==> src/common/dram_ctrl_pkg.sv <==
// shared constants and carrier types for the dram refresh controller
`default_nettype none
package dram_ctrl_pkg;
   localparam int CLK_PERIOD_NS = 40;
   localparam int ADDR_W        = 10;
   localparam int DATA_W        = 16;
   localparam int CNT_W         = 12;
   localparam int BURST_W       = 11;
   localparam int SYNC_STAGES   = 3;
   // times as printed, in their own units
   localparam int SELF_ENTRY_US           = 100;
   localparam int EXIT_PRE_FAST_NS        = 84;
   localparam int EXIT_PRE_SLOW_NS        = 104;
   localparam int COL_HOLD_NS             = 35;
   localparam int WRITE_DELAY_FAST_NS     = 63;
   localparam int WRITE_DELAY_SLOW_NS     = 70;
   localparam int COL_PULSE_FAST_NS       = 45;
   localparam int COL_PULSE_SLOW_NS       = 50;
   localparam int ACCESS_FAST_NS          = 45;
   localparam int ACCESS_SLOW_NS          = 50;
   localparam int REFRESH_ROW_LOW_NS      = 100;
   localparam int BURST_LEN               = 1024;
   // least times round up to whole cycles
   localparam int SELF_ENTRY_CYC     = (SELF_ENTRY_US * 1000 + CLK_PERIOD_NS - 1) / CLK_PERIOD_NS;
   localparam int EXIT_PRE_FAST_CYC  = (EXIT_PRE_FAST_NS + CLK_PERIOD_NS - 1) / CLK_PERIOD_NS;
   localparam int EXIT_PRE_SLOW_CYC  = (EXIT_PRE_SLOW_NS + CLK_PERIOD_NS - 1) / CLK_PERIOD_NS;
   localparam int COL_HOLD_CYC       = (COL_HOLD_NS + CLK_PERIOD_NS - 1) / CLK_PERIOD_NS;
   localparam int WR_DLY_FAST_CYC    = (WRITE_DELAY_FAST_NS + CLK_PERIOD_NS - 1) / CLK_PERIOD_NS;
   localparam int WR_DLY_SLOW_CYC    = (WRITE_DELAY_SLOW_NS + CLK_PERIOD_NS - 1) / CLK_PERIOD_NS;
   localparam int COL_PULSE_FAST_CYC = (COL_PULSE_FAST_NS + CLK_PERIOD_NS - 1) / CLK_PERIOD_NS;
   localparam int COL_PULSE_SLOW_CYC = (COL_PULSE_SLOW_NS + CLK_PERIOD_NS - 1) / CLK_PERIOD_NS;
   // data sampling waits for the access time, so it rounds up as well
   localparam int ACCESS_FAST_CYC    = (ACCESS_FAST_NS + CLK_PERIOD_NS - 1) / CLK_PERIOD_NS;
   localparam int ACCESS_SLOW_CYC    = (ACCESS_SLOW_NS + CLK_PERIOD_NS - 1) / CLK_PERIOD_NS;
   localparam int ROW_LOW_CYC        = (REFRESH_ROW_LOW_NS + CLK_PERIOD_NS - 1) / CLK_PERIOD_NS;
   // pin reset values: strobes idle high, bus released
   localparam logic STROBE_IDLE = 1'b1;

   typedef enum logic [1:0] {
      OP_REFRESH,
      OP_SELF_ENTER,
      OP_SELF_EXIT,
      OP_COUNTER_TEST
   } op_t;

   typedef struct packed {
      op_t               op;
      logic [ADDR_W-1:0] col;
      logic [DATA_W-1:0] wdata;
   } cmd_t;

   typedef struct packed {
      logic              ras_n;
      logic              cas_n;
      logic              we_n;
      logic [ADDR_W-1:0] addr;
      logic [DATA_W-1:0] dq;
      logic              dq_oe;
   } pins_t;
endpackage
`default_nettype wire

==> src/logic/dram_refresh_host.sv <==
// host-side strobe sequencer: refresh, self refresh and counter test
`timescale 1ns/1ps
`default_nettype none
// Overview of operation
// enter self refresh: CAS low before RAS, both low at least 100 us.
// device refreshes by itself at fixed intervals from its own row counter.
// device needs no clock or row address while in self refresh.
// exit self refresh: raise RAS and CAS, keep RAS high the precharge time.
// distributed refresh meeting the period limit needs no extra burst around self refresh.
// burst or row-only refresh style needs 1024 refreshes before entry and after exit.
// counter test: keep column address stable 35 ns after latching CAS fall.
// counter test write strobe waits 63 or 70 ns after CAS falls.
// counter test CAS width and RAS hold 45/50 ns; data valid by then.
// each column-first refresh uses and then advances the device row counter.
// counter test row comes from device counter, column from second CAS fall.
// no accesses during self refresh until exit precharge has elapsed.
module dram_refresh_host
   import dram_ctrl_pkg::*;
#(
   parameter bit FAST_GRADE = 1'b1
) (
   input  wire  logic                       clk_in,
   input  wire  logic                       srst_in,
   input  wire  logic                       cmd_valid_in,
   input  wire  dram_ctrl_pkg::cmd_t        cmd_in,
   input  wire  logic                       burst_mode_in,
   input  wire  logic [dram_ctrl_pkg::DATA_W-1:0] dq_in,
   output var   logic                       cmd_ready_out,
   output var   logic                       done_out,
   output var   logic                       in_self_out,
   output var   logic [dram_ctrl_pkg::DATA_W-1:0] rdata_out,
   output var   dram_ctrl_pkg::pins_t       pins_out
);
   import dram_ctrl_pkg::*;
   localparam int EXIT_CYC  = FAST_GRADE ? EXIT_PRE_FAST_CYC : EXIT_PRE_SLOW_CYC;
   localparam int WD_CYC    = FAST_GRADE ? WR_DLY_FAST_CYC : WR_DLY_SLOW_CYC;
   localparam int PULSE_CYC = FAST_GRADE ? COL_PULSE_FAST_CYC : COL_PULSE_SLOW_CYC;
   localparam int ACC_CYC   = FAST_GRADE ? ACCESS_FAST_CYC : ACCESS_SLOW_CYC;
   // read sample covers the three stages plus the agreement register behind them
   localparam int RD_RAW    = ACC_CYC + SYNC_STAGES + 1;
   localparam int RD_CYC    = (RD_RAW > WD_CYC) ? RD_RAW : WD_CYC;
   typedef enum logic [3:0] {
      IDLE, REF_CAS, REF_RAS, REF_PRE, SELF_CAS, SELF_ENTRY, SELF_HOLD,
      SELF_EXIT_PRE, T_CAS1, T_RAS, T_CASHI, T_READ, T_WRITE, T_PRE
   } fsm_t;
   typedef struct packed {
      fsm_t               state;
      logic [CNT_W-1:0]   cnt;
      logic [BURST_W-1:0] burst_left;
      logic               goal_self;
      logic               burst_sel;
      logic [DATA_W-1:0]  wdata;
      logic [DATA_W-1:0]  rdata;
      logic               ready;
      logic               done;
      logic               in_self;
      pins_t              pins;
   } host_t;
   host_t             r_reg;
   host_t             r_next;
   logic [DATA_W-1:0] dq_sync;
   logic              accept;
   pin_sync #(
      .WIDTH (DATA_W)
   ) u_dq_sync (
      .clk_in    (clk_in),
      .srst_in   (srst_in),
      .pin_in    (dq_in),
      .value_out (dq_sync)
   );
   assign accept = cmd_valid_in && r_reg.ready;
   always_comb begin
      r_next      = r_reg;
      r_next.done = 1'b0;
      if (r_reg.cnt != '0) begin
         r_next.cnt = r_reg.cnt - 1'b1;
      end
      case (r_reg.state)
         IDLE: begin
            if (accept) begin
               case (cmd_in.op)
                  OP_REFRESH: begin
                     r_next.burst_left = BURST_W'(1);
                     r_next.goal_self  = 1'b0;
                     r_next.pins.cas_n = 1'b0;
                     r_next.state      = REF_CAS;
                  end
                  OP_SELF_ENTER: begin
                     r_next.burst_sel  = burst_mode_in;
                     r_next.goal_self  = 1'b1;
                     r_next.pins.cas_n = 1'b0;
                     if (burst_mode_in) begin
                        r_next.burst_left = BURST_W'(BURST_LEN);
                        r_next.state      = REF_CAS;
                     end else begin
                        r_next.state = SELF_CAS;
                     end
                  end
                  OP_COUNTER_TEST: begin
                     r_next.pins.addr  = cmd_in.col;
                     r_next.wdata      = cmd_in.wdata;
                     r_next.pins.cas_n = 1'b0;
                     r_next.state      = T_CAS1;
                  end
                  default: r_next.state = IDLE;
               endcase
            end
         end
         REF_CAS: begin
            // row comes from the device counter, so address is left alone
            r_next.pins.ras_n = 1'b0;
            r_next.cnt        = CNT_W'(ROW_LOW_CYC);
            r_next.state      = REF_RAS;
         end
         REF_RAS: begin
            if (r_reg.cnt <= CNT_W'(1)) begin
               r_next.pins.ras_n = 1'b1;
               r_next.pins.cas_n = 1'b1;
               r_next.burst_left = r_reg.burst_left - 1'b1;
               r_next.cnt        = CNT_W'(EXIT_CYC);
               r_next.state      = REF_PRE;
            end
         end
         REF_PRE: begin
            if (r_reg.cnt <= CNT_W'(1)) begin
               if (r_reg.burst_left != '0) begin
                  r_next.pins.cas_n = 1'b0;
                  r_next.state      = REF_CAS;
               end else if (r_reg.goal_self) begin
                  r_next.pins.cas_n = 1'b0;
                  r_next.state      = SELF_CAS;
               end else begin
                  r_next.done  = 1'b1;
                  r_next.state = IDLE;
               end
            end
         end
         SELF_CAS: begin
            r_next.pins.ras_n = 1'b0;
            r_next.cnt        = CNT_W'(SELF_ENTRY_CYC);
            r_next.in_self    = 1'b1;
            r_next.state      = SELF_ENTRY;
         end
         SELF_ENTRY: begin
            // strobes held low; exit refused until the entry time has passed
            if (r_reg.cnt <= CNT_W'(1)) begin
               r_next.done  = 1'b1;
               r_next.state = SELF_HOLD;
            end
         end
         SELF_HOLD: begin
            if (accept && cmd_in.op == OP_SELF_EXIT) begin
               r_next.pins.ras_n = 1'b1;
               r_next.pins.cas_n = 1'b1;
               r_next.cnt        = CNT_W'(EXIT_CYC);
               r_next.state      = SELF_EXIT_PRE;
            end
         end
         SELF_EXIT_PRE: begin
            if (r_reg.cnt <= CNT_W'(1)) begin
               r_next.in_self   = 1'b0;
               r_next.goal_self = 1'b0;
               if (r_reg.burst_sel) begin
                  r_next.burst_left = BURST_W'(BURST_LEN);
                  r_next.pins.cas_n = 1'b0;
                  r_next.state      = REF_CAS;
               end else begin
                  r_next.done  = 1'b1;
                  r_next.state = IDLE;
               end
            end
         end
         T_CAS1: begin
            r_next.pins.ras_n = 1'b0;
            r_next.cnt        = CNT_W'(PULSE_CYC);
            r_next.state      = T_RAS;
         end
         T_RAS: begin
            if (r_reg.cnt <= CNT_W'(1)) begin
               r_next.pins.cas_n = 1'b1;
               r_next.cnt        = CNT_W'(1);
               r_next.state      = T_CASHI;
            end
         end
         T_CASHI: begin
            // second fall latches the column; address held to the end
            r_next.pins.cas_n = 1'b0;
            r_next.cnt        = CNT_W'(RD_CYC);
            r_next.state      = T_READ;
         end
         T_READ: begin
            if (r_reg.cnt <= CNT_W'(1)) begin
               r_next.rdata      = dq_sync;
               r_next.pins.we_n  = 1'b0;
               r_next.pins.dq    = r_reg.wdata;
               r_next.pins.dq_oe = 1'b1;
               r_next.cnt        = CNT_W'(PULSE_CYC);
               r_next.state      = T_WRITE;
            end
         end
         T_WRITE: begin
            if (r_reg.cnt <= CNT_W'(1)) begin
               r_next.pins.cas_n = 1'b1;
               r_next.pins.ras_n = 1'b1;
               r_next.pins.we_n  = 1'b1;
               r_next.pins.dq_oe = 1'b0;
               r_next.cnt        = CNT_W'(EXIT_CYC);
               r_next.state      = T_PRE;
            end
         end
         T_PRE: begin
            if (r_reg.cnt <= CNT_W'(1)) begin
               r_next.done  = 1'b1;
               r_next.state = IDLE;
            end
         end
         default: r_next.state = IDLE;
      endcase
      // any command is invited whenever the next state is IDLE or SELF_HOLD
      r_next.ready = (r_next.state == IDLE) || (r_next.state == SELF_HOLD);
   end
   always_ff @(posedge clk_in) begin
      if (srst_in) begin
         r_reg            <= '0;
         r_reg.state      <= IDLE;
         r_reg.pins.ras_n <= STROBE_IDLE;
         r_reg.pins.cas_n <= STROBE_IDLE;
         r_reg.pins.we_n  <= STROBE_IDLE;
      end else begin
         r_reg <= r_next;
      end
   end

   assign cmd_ready_out = r_reg.ready;
   assign done_out      = r_reg.done;
   assign in_self_out   = r_reg.in_self;
   assign rdata_out     = r_reg.rdata;
   assign pins_out      = r_reg.pins;
   // helper counters watched by the checks below
   logic [CNT_W-1:0]   cas_low_cnt;
   logic [CNT_W-1:0]   both_low_cnt;
   logic [BURST_W:0]   cbr_cnt;
   always_ff @(posedge clk_in) begin
      if (srst_in) begin
         cas_low_cnt  <= '0;
         both_low_cnt <= '0;
         cbr_cnt      <= '0;
      end else begin
         cas_low_cnt  <= r_reg.pins.cas_n ? '0 :
                         (&cas_low_cnt ? cas_low_cnt : cas_low_cnt + 1'b1);
         both_low_cnt <= (r_reg.pins.cas_n || r_reg.pins.ras_n) ? '0 :
                         (&both_low_cnt ? both_low_cnt : both_low_cnt + 1'b1);
         if (accept) begin
            cbr_cnt <= '0;
         end else if (r_reg.state == REF_CAS) begin
            cbr_cnt <= cbr_cnt + 1'b1;
         end
      end
   end
endmodule // dram_refresh_host
`default_nettype wire

==> src/logic/pin_sync.sv <==
// three-stage pin synchroniser with agreement filter
`timescale 1ns/1ps
`default_nettype none
module pin_sync #(
   parameter int WIDTH = 16
) (
   input  wire  logic             clk_in,
   input  wire  logic             srst_in,
   input  wire  logic [WIDTH-1:0] pin_in,
   output var   logic [WIDTH-1:0] value_out
);
   typedef struct packed {
      logic [WIDTH-1:0] s1;
      logic [WIDTH-1:0] s2;
      logic [WIDTH-1:0] s3;
      logic [WIDTH-1:0] value;
   } sync_t;

   sync_t r_reg;
   sync_t r_next;

   always_comb begin
      r_next    = r_reg;
      r_next.s1 = pin_in;
      r_next.s2 = r_reg.s1;
      r_next.s3 = r_reg.s2;
      // only stages two and three are compared; stage one may be metastable
      if (r_reg.s2 == r_reg.s3) begin
         r_next.value = r_reg.s3;
      end
   end

   always_ff @(posedge clk_in) begin
      if (srst_in) begin
         r_reg <= '0;
      end else begin
         r_reg <= r_next;
      end
   end

   assign value_out = r_reg.value;
endmodule // pin_sync
`default_nettype wire

==> config.mk <==
export PLATFORM = sky130hd
export DESIGN_NAME = dram_refresh_host
export DESIGN_NICKNAME = d
export VERILOG_FILES = /design/src/common/dram_ctrl_pkg.sv /design/src/logic/dram_refresh_host.sv /design/src/logic/pin_sync.sv
export SDC_FILE = /design/constraint.sdc
export NUM_CORES = 1
export LEC_CHECK = 0
export BUFFER_PORTS_ARGS = -buffer_cell sky130_fd_sc_hd__buf_4
export CAP_MARGIN = 20
export CORE_MARGIN = 4
export CORE_UTILIZATION = 60
export CTS_BUF_LIST = sky130_fd_sc_hd__clkbuf_8
export DETAILED_ROUTE_END_ITERATION = 10
export MAX_ROUTING_LAYER = met4
export PLACE_DENSITY_LB_ADDON = 0.25
export SLEW_MARGIN = 20
export SYNTH_ARGS = -nofsm -noshare
export SYNTH_HDL_FRONTEND = slang
export SYNTH_HIERARCHICAL = 1
export SYNTH_SLANG_ARGS = --single-unit
==> constraint.sdc <==
create_clock -name clk_in -period 4.5 [get_ports clk_in]
set_input_delay 1.125 -clock clk_in [delete_from_list [all_inputs] [get_ports clk_in]]
set_output_delay 1.125 -clock clk_in [all_outputs]
set_load 0.01 [all_outputs]
=== After elaboration in Yosys (flattened, before gate mapping) ===
Index checks and enable logic that the tools add are counted.

* Output and inout bits: 49
* Flip-flop bits (word level): 158
* Bits of input ports: 48
* Memory bits (read-only): 0
* Latch bits: 0
* Memories: 0
* Bits in writable memories: 0

* Add/subtract/negate cells: 2
* Div/mod/pow operators: 0
* Bitwise logic cells: 0
* Reductions and logical operators: 26
* Magnitude comparators: 1
* Shift-type cells: 0
* Equal/unequal tests: 31
* $mul: 0
* Muxes and demuxes: 52

{| class="wikitable"
|+ Operators by type and width
! cell !! count
|-
| 12-bit one-hot mux with 9 select lines || 1
|-
| 16-bit two-way mux || 5
|-
| 4-bit one-hot mux with 14 select lines || 1
|-
| 11-bit one-hot mux with 3 select lines || 1
|-
| 29-bit two-way mux || 1
|-
| 27-bit two-way mux || 1
|-
| 4-bit == test, second input constant || 6
|-
| 12-bit two-way mux || 2
|-
| 4-bit two-way mux || 6
|-
| 12-bit one-hot mux with 2 select lines || 1
|-
| 11-bit two-way mux || 2
|-
| 4-bit by 3-bit == test with 1-bit output, second input constant || 5
|-
| 2-bit inequality test, second input constant || 10
|-
| 1-bit two-way mux || 17
|-
| 16-bit == test || 1
|-
| 12-bit by 1-bit <= comparator with 1-bit output, second input constant || 1
|-
| 4-bit one-hot mux with 3 select lines || 1
|-
| 12-bit nonzero test || 1
|-
| 12-bit by 1-bit subtractor with 12-bit output, second input constant || 1
|-
| 11-bit AND reduction || 1
|-
| 11-bit nonzero test || 1
|-
| 11-bit by 1-bit subtractor with 11-bit output, second input constant || 1
|-
| 3-bit two-way mux || 3
|-
| 3-bit AND reduction || 3
|-
| other kinds (24) || 39
|}

=== Depth between registers and ports, before layout ===
* Depth after elaboration: 6
* Gate-level depth with buffers: 10
* Depth with buffers taken out: 8

=== Hierarchy ===
The synthesis kept the hierarchy.

{| class="wikitable"
|+ Modules (own cells, without submodules)
! module !! sequential area each (µm²) !! cells each !! area each (µm²) !! instances
|-
| dram_refresh_host || 1881.8 || 604 || 4628.2 || 1
|-
| pin_sync || 1281.2 || 206 || 2293.4 || 1
|}

=== Least setup slack after synthesis ===
No wires, ideal clock.

* Path type: input port to flip-flop
* From: input cmd_in[27] in the netlist's numbering
* To: register r_reg[81] in the netlist's numbering
* Path slack: 2.003 ns
* Stages: 8
* Setup time: 0.086 ns
* Data arrival time: 2.412 ns
* Buffers on the path: 2
* Path through: clkbuf_1 -> and4b_1 -> nor2_1 -> nand2_1 -> and3_1 -> or2_2 -> buf_2 -> a211oi_1

* Cells in the longest elaborated chain, start to end: 4

{| class="wikitable"
|+ RTL lines
! what !! RTL line !! RTL
|-
| from (decl) || dram_refresh_host.sv:25 || <nowiki>input wire dram_ctrl_pkg::cmd_t cmd_in,</nowiki>
|-
| 2-bit == test || dram_refresh_host.sv:152 || <nowiki>if (accept && cmd_in.op == OP_SELF_EXIT) begin</nowiki>
|-
| 1-bit logical AND || dram_refresh_host.sv:152 ||
|-
| 16-bit two-way mux || dram_refresh_host.sv:152 ||
|-
| 12-bit one-hot mux with 9 select lines || dram_refresh_host.sv:78 || <nowiki>case (r_reg.state)</nowiki>
|-
| to (signal assigned) || dram_refresh_host.sv:230 || <nowiki>r_reg <= r_next;</nowiki>
|-
| to (decl) || dram_refresh_host.sv:59 || <nowiki>host_t r_reg;</nowiki>
|}

Every way passes these cells.
A chain may end at the register's enable or synchronous reset.

=== Worst setup path after layout ===
* From: register r_reg[90] in the netlist's numbering
* To: register r_reg[59] in the netlist's numbering

* Cells in the longest elaborated chain, start to end: 2

{| class="wikitable"
|+ RTL lines
! what !! RTL line
|-
| 4-bit logical NOT || dram_refresh_host.sv:78
|-
| 3-bit AND reduction (no source line) || --
|}

Every way passes these cells.

==> metrics <==
Hold Crit Depth=1; Area growth, synth to finish=9.96%; Peak Freq=349 MHz; CP startpoint kind=flip-flop; Sw Pwr=1.40 mW; RSZ-0062 raised after global routing=no; antenna diode count=0; final setup TNS=0 ps; final hold vios=0; clock power share=26.9%; Syn Inst Count=810; clock sink total=approximately 160; total chip power=3.89 mW; area leader, netlist=dfxtp_1; Die W=115 um; min Tclk post-route=between 2000 and 3000 ps; Unique masters post-synth=53; combinational group share of total power=30.0%; pre-CTS setup slack=around 1700 ps; IO buf count=96; num ports=97; Initial Utilization=62.5%; worst flop-to-flop path endpoint=r_reg[59]$_SDFFE_PP0P_; DP Wirelength=9.72 mm; Placed Instance Area=7210 um^2; sequential cell area=3160 um^2; synth warn=6; register area share after synthesis=45.7%; die height=115 um; WP buf/inv=2; CP delay by family, top=simple AND/OR/NAND/NOR gates; GRT overflow=0; Critical Path, Cell by Cell=or4_1 > inv_1 > nand4_1 > buf_6 > nand2_1 > a21oi_1; clk_lat worst skew=450 ps; sequential power share=43.1%; Post-Syn Nets=between 800 and 900; number of global-route vias before repair=5176; run status=finished clean; Hold EP=u_dq_sync/r_next[24]$_SDFF_PP0_; CTS tree=done; DR pass1 iterations=5; Fin Hold WS=about 440 ps; die area=about 13000 um^2; via count=5433; Internal Power=2.50 mW; Critical Path Sink Type=flip-flop; Pwr Density=511 nW/um^2; hold_sp=u_dq_sync/r_next[40]$_SDFF_PP0_; vias per std cell=5.58; CTS resizes=0; Avg Synthesized Cell Area=8.55 um^2; final wirelength=14.4 mm; HP Class=flip-flop to flip-flop; largest net degree at the start of global routing=91; EDFF count, synth=0; # Post-CTS Setup Buffers=0; P_leak=2.81 nW; fill count=between 800 and 900; Clock Skews=13.6 ps; Largest stage delay, worst path=760 ps; R2R Setup Slk=1630 ps; peak supply drop=522 uV; Max-Cap Viols=0; Main synth FF type=dfxtp_1; normalized max-slew margin=36.2%; worst setup margin=1630 ps; Worst Tran Pin Value=956 ps; switch share=35.9%; fin. max-slew vios=0; Final ANT Viol Nets=0; R2R Path Start=r_reg[90]$_SDFF_PP0_; Final Cell Area=around 7600 um^2; top post-synthesis cells by area=dfxtp_1, nand2_1, buf_4, a21oi_1, nor2b_1; # H-tree levels=4; top cell type's share of synthesized area=45.7%; area occupied by multi-input gates=3070 um^2; initial antenna violation count=0; Cell Area, Synth=6920 um^2; Req. time, crit path=4820 ps; Global Route Usage Sum=between 20% and 30%; CORE AREA=11100 um^2; Max Fanout on Critical Path=29; FF+latch count, synth=around 160; worst reg2reg path depth=6; max reg flops=45; slowest stage cell, crit path=or4_1; first-pass GRT wire length=23.9 mm; Tcrit/Tclk final=about 64%; count leader, synth=dfxtp_1; share of cells above drive strength 1=approximately 18%; CP arrival=3190 ps; GPL Wtd Cong=roughly 0.9; Remaining DRCs=0; clk root buf=clkbuf_8; final setup violation count=0; Longest Clk Path Bufs=2; Post-synth top cells=dfxtp_1, nand2_1, a21oi_1; final-stage net count=874; CTS clk-pin slew, worst paths=90 ps; CP Class=flip-flop to flip-flop; asr flop ratio synth=0%; cts hold-fix bufs=0; Core Rows=38; Iter 0 DRT Violations=387; routed len/inst=14.8 um; CTS buffer count=17
==> worst max-delay path by stage <==
stage	startpoint	end	slack (ps)	cells past startpoint
2_1_floorplan	cmd_in[27]	r_reg[81]$_SDFF_PP0_	2000	8
3_3_place_gp	cmd_valid_in	r_reg[55]$_SDFFE_PP0P_	1630	5
3_5_place_dp	cmd_valid_in	cmd_ready_out$_SDFF_PP0_	1680	5
4_1_cts	r_reg[90]$_SDFF_PP0_	r_reg[59]$_SDFFE_PP0P_	1660	6
5_1_grt	r_reg[90]$_SDFF_PP0_	r_reg[77]$_SDFFE_PP0P_	1370	6
6_report	r_reg[90]$_SDFF_PP0_	r_reg[59]$_SDFFE_PP0P_	1630	6
==> cells by family after synthesis <==
family	Yosys count	synth area share, %
buffers and inverters	118	10.1
adders and majority gates	5	0.904
AOI/OAI and AO/OA	145	12.2
DFF	158	45.7
muxes	17	2.46
xor gates and xnor gates	28	3.54
and+or+nand+nor	339	25.1
==> cell type report <==
cell class	count	area share (%)
clock buffers	20	3.62
clock inverters	12	1.68
inverters	7	0.345
multi-input cells	534	40.3
flip-flops and latches	158	41.6
well taps	140	2.30
repair buffers	103	10.2
==> layout by cell type, fill, tap and decap left out, drive strengths merged, types with 6 or more instances in the layout <==
cell type,instances
a21oi,82
a311oi,7
buf,103
clkbuf,20
clkinv,7
dfxtp,158
inv,10
mux2i,17
nand2,143
nand2b,36
nand3,6
nand4,8
nor2,40
nor2b,53
nor3,13
nor4,7
o21ai,21
o22ai,6
or3,8
xnor2,25
==> per-stage QoR <==
stage          util [%]  cells
3_3_place_gp       65.0    941
2_1_floorplan         -    810
4_1_cts            68.7    974
6_report           68.7    974
3_5_place_dp       65.1    942
5_1_grt            68.7    974
==> power groups by stage <==
stage / clock network [mW] / logic [mW] / registers (mW)
4_1_cts: 1.06 / 1.16 / 1.67
3_3_place_gp: 0 / 1.10 / 1.69
2_1_floorplan: 0 / 0.997 / 1.61
3_5_place_dp: 0 / 1.14 / 1.70
6_report: 1.05 / 1.17 / 1.68
5_1_grt: 1.12 / 1.30 / 1.69
==> metal layers <==
metal	share of wire [%]	GRT usage (%)
met1	43	28.4
met2	49	36.8
met3	6.2	6.00
met4	1.3	6.34
met5	0	-
Note: power is estimated with default switching activity, not from simulation.
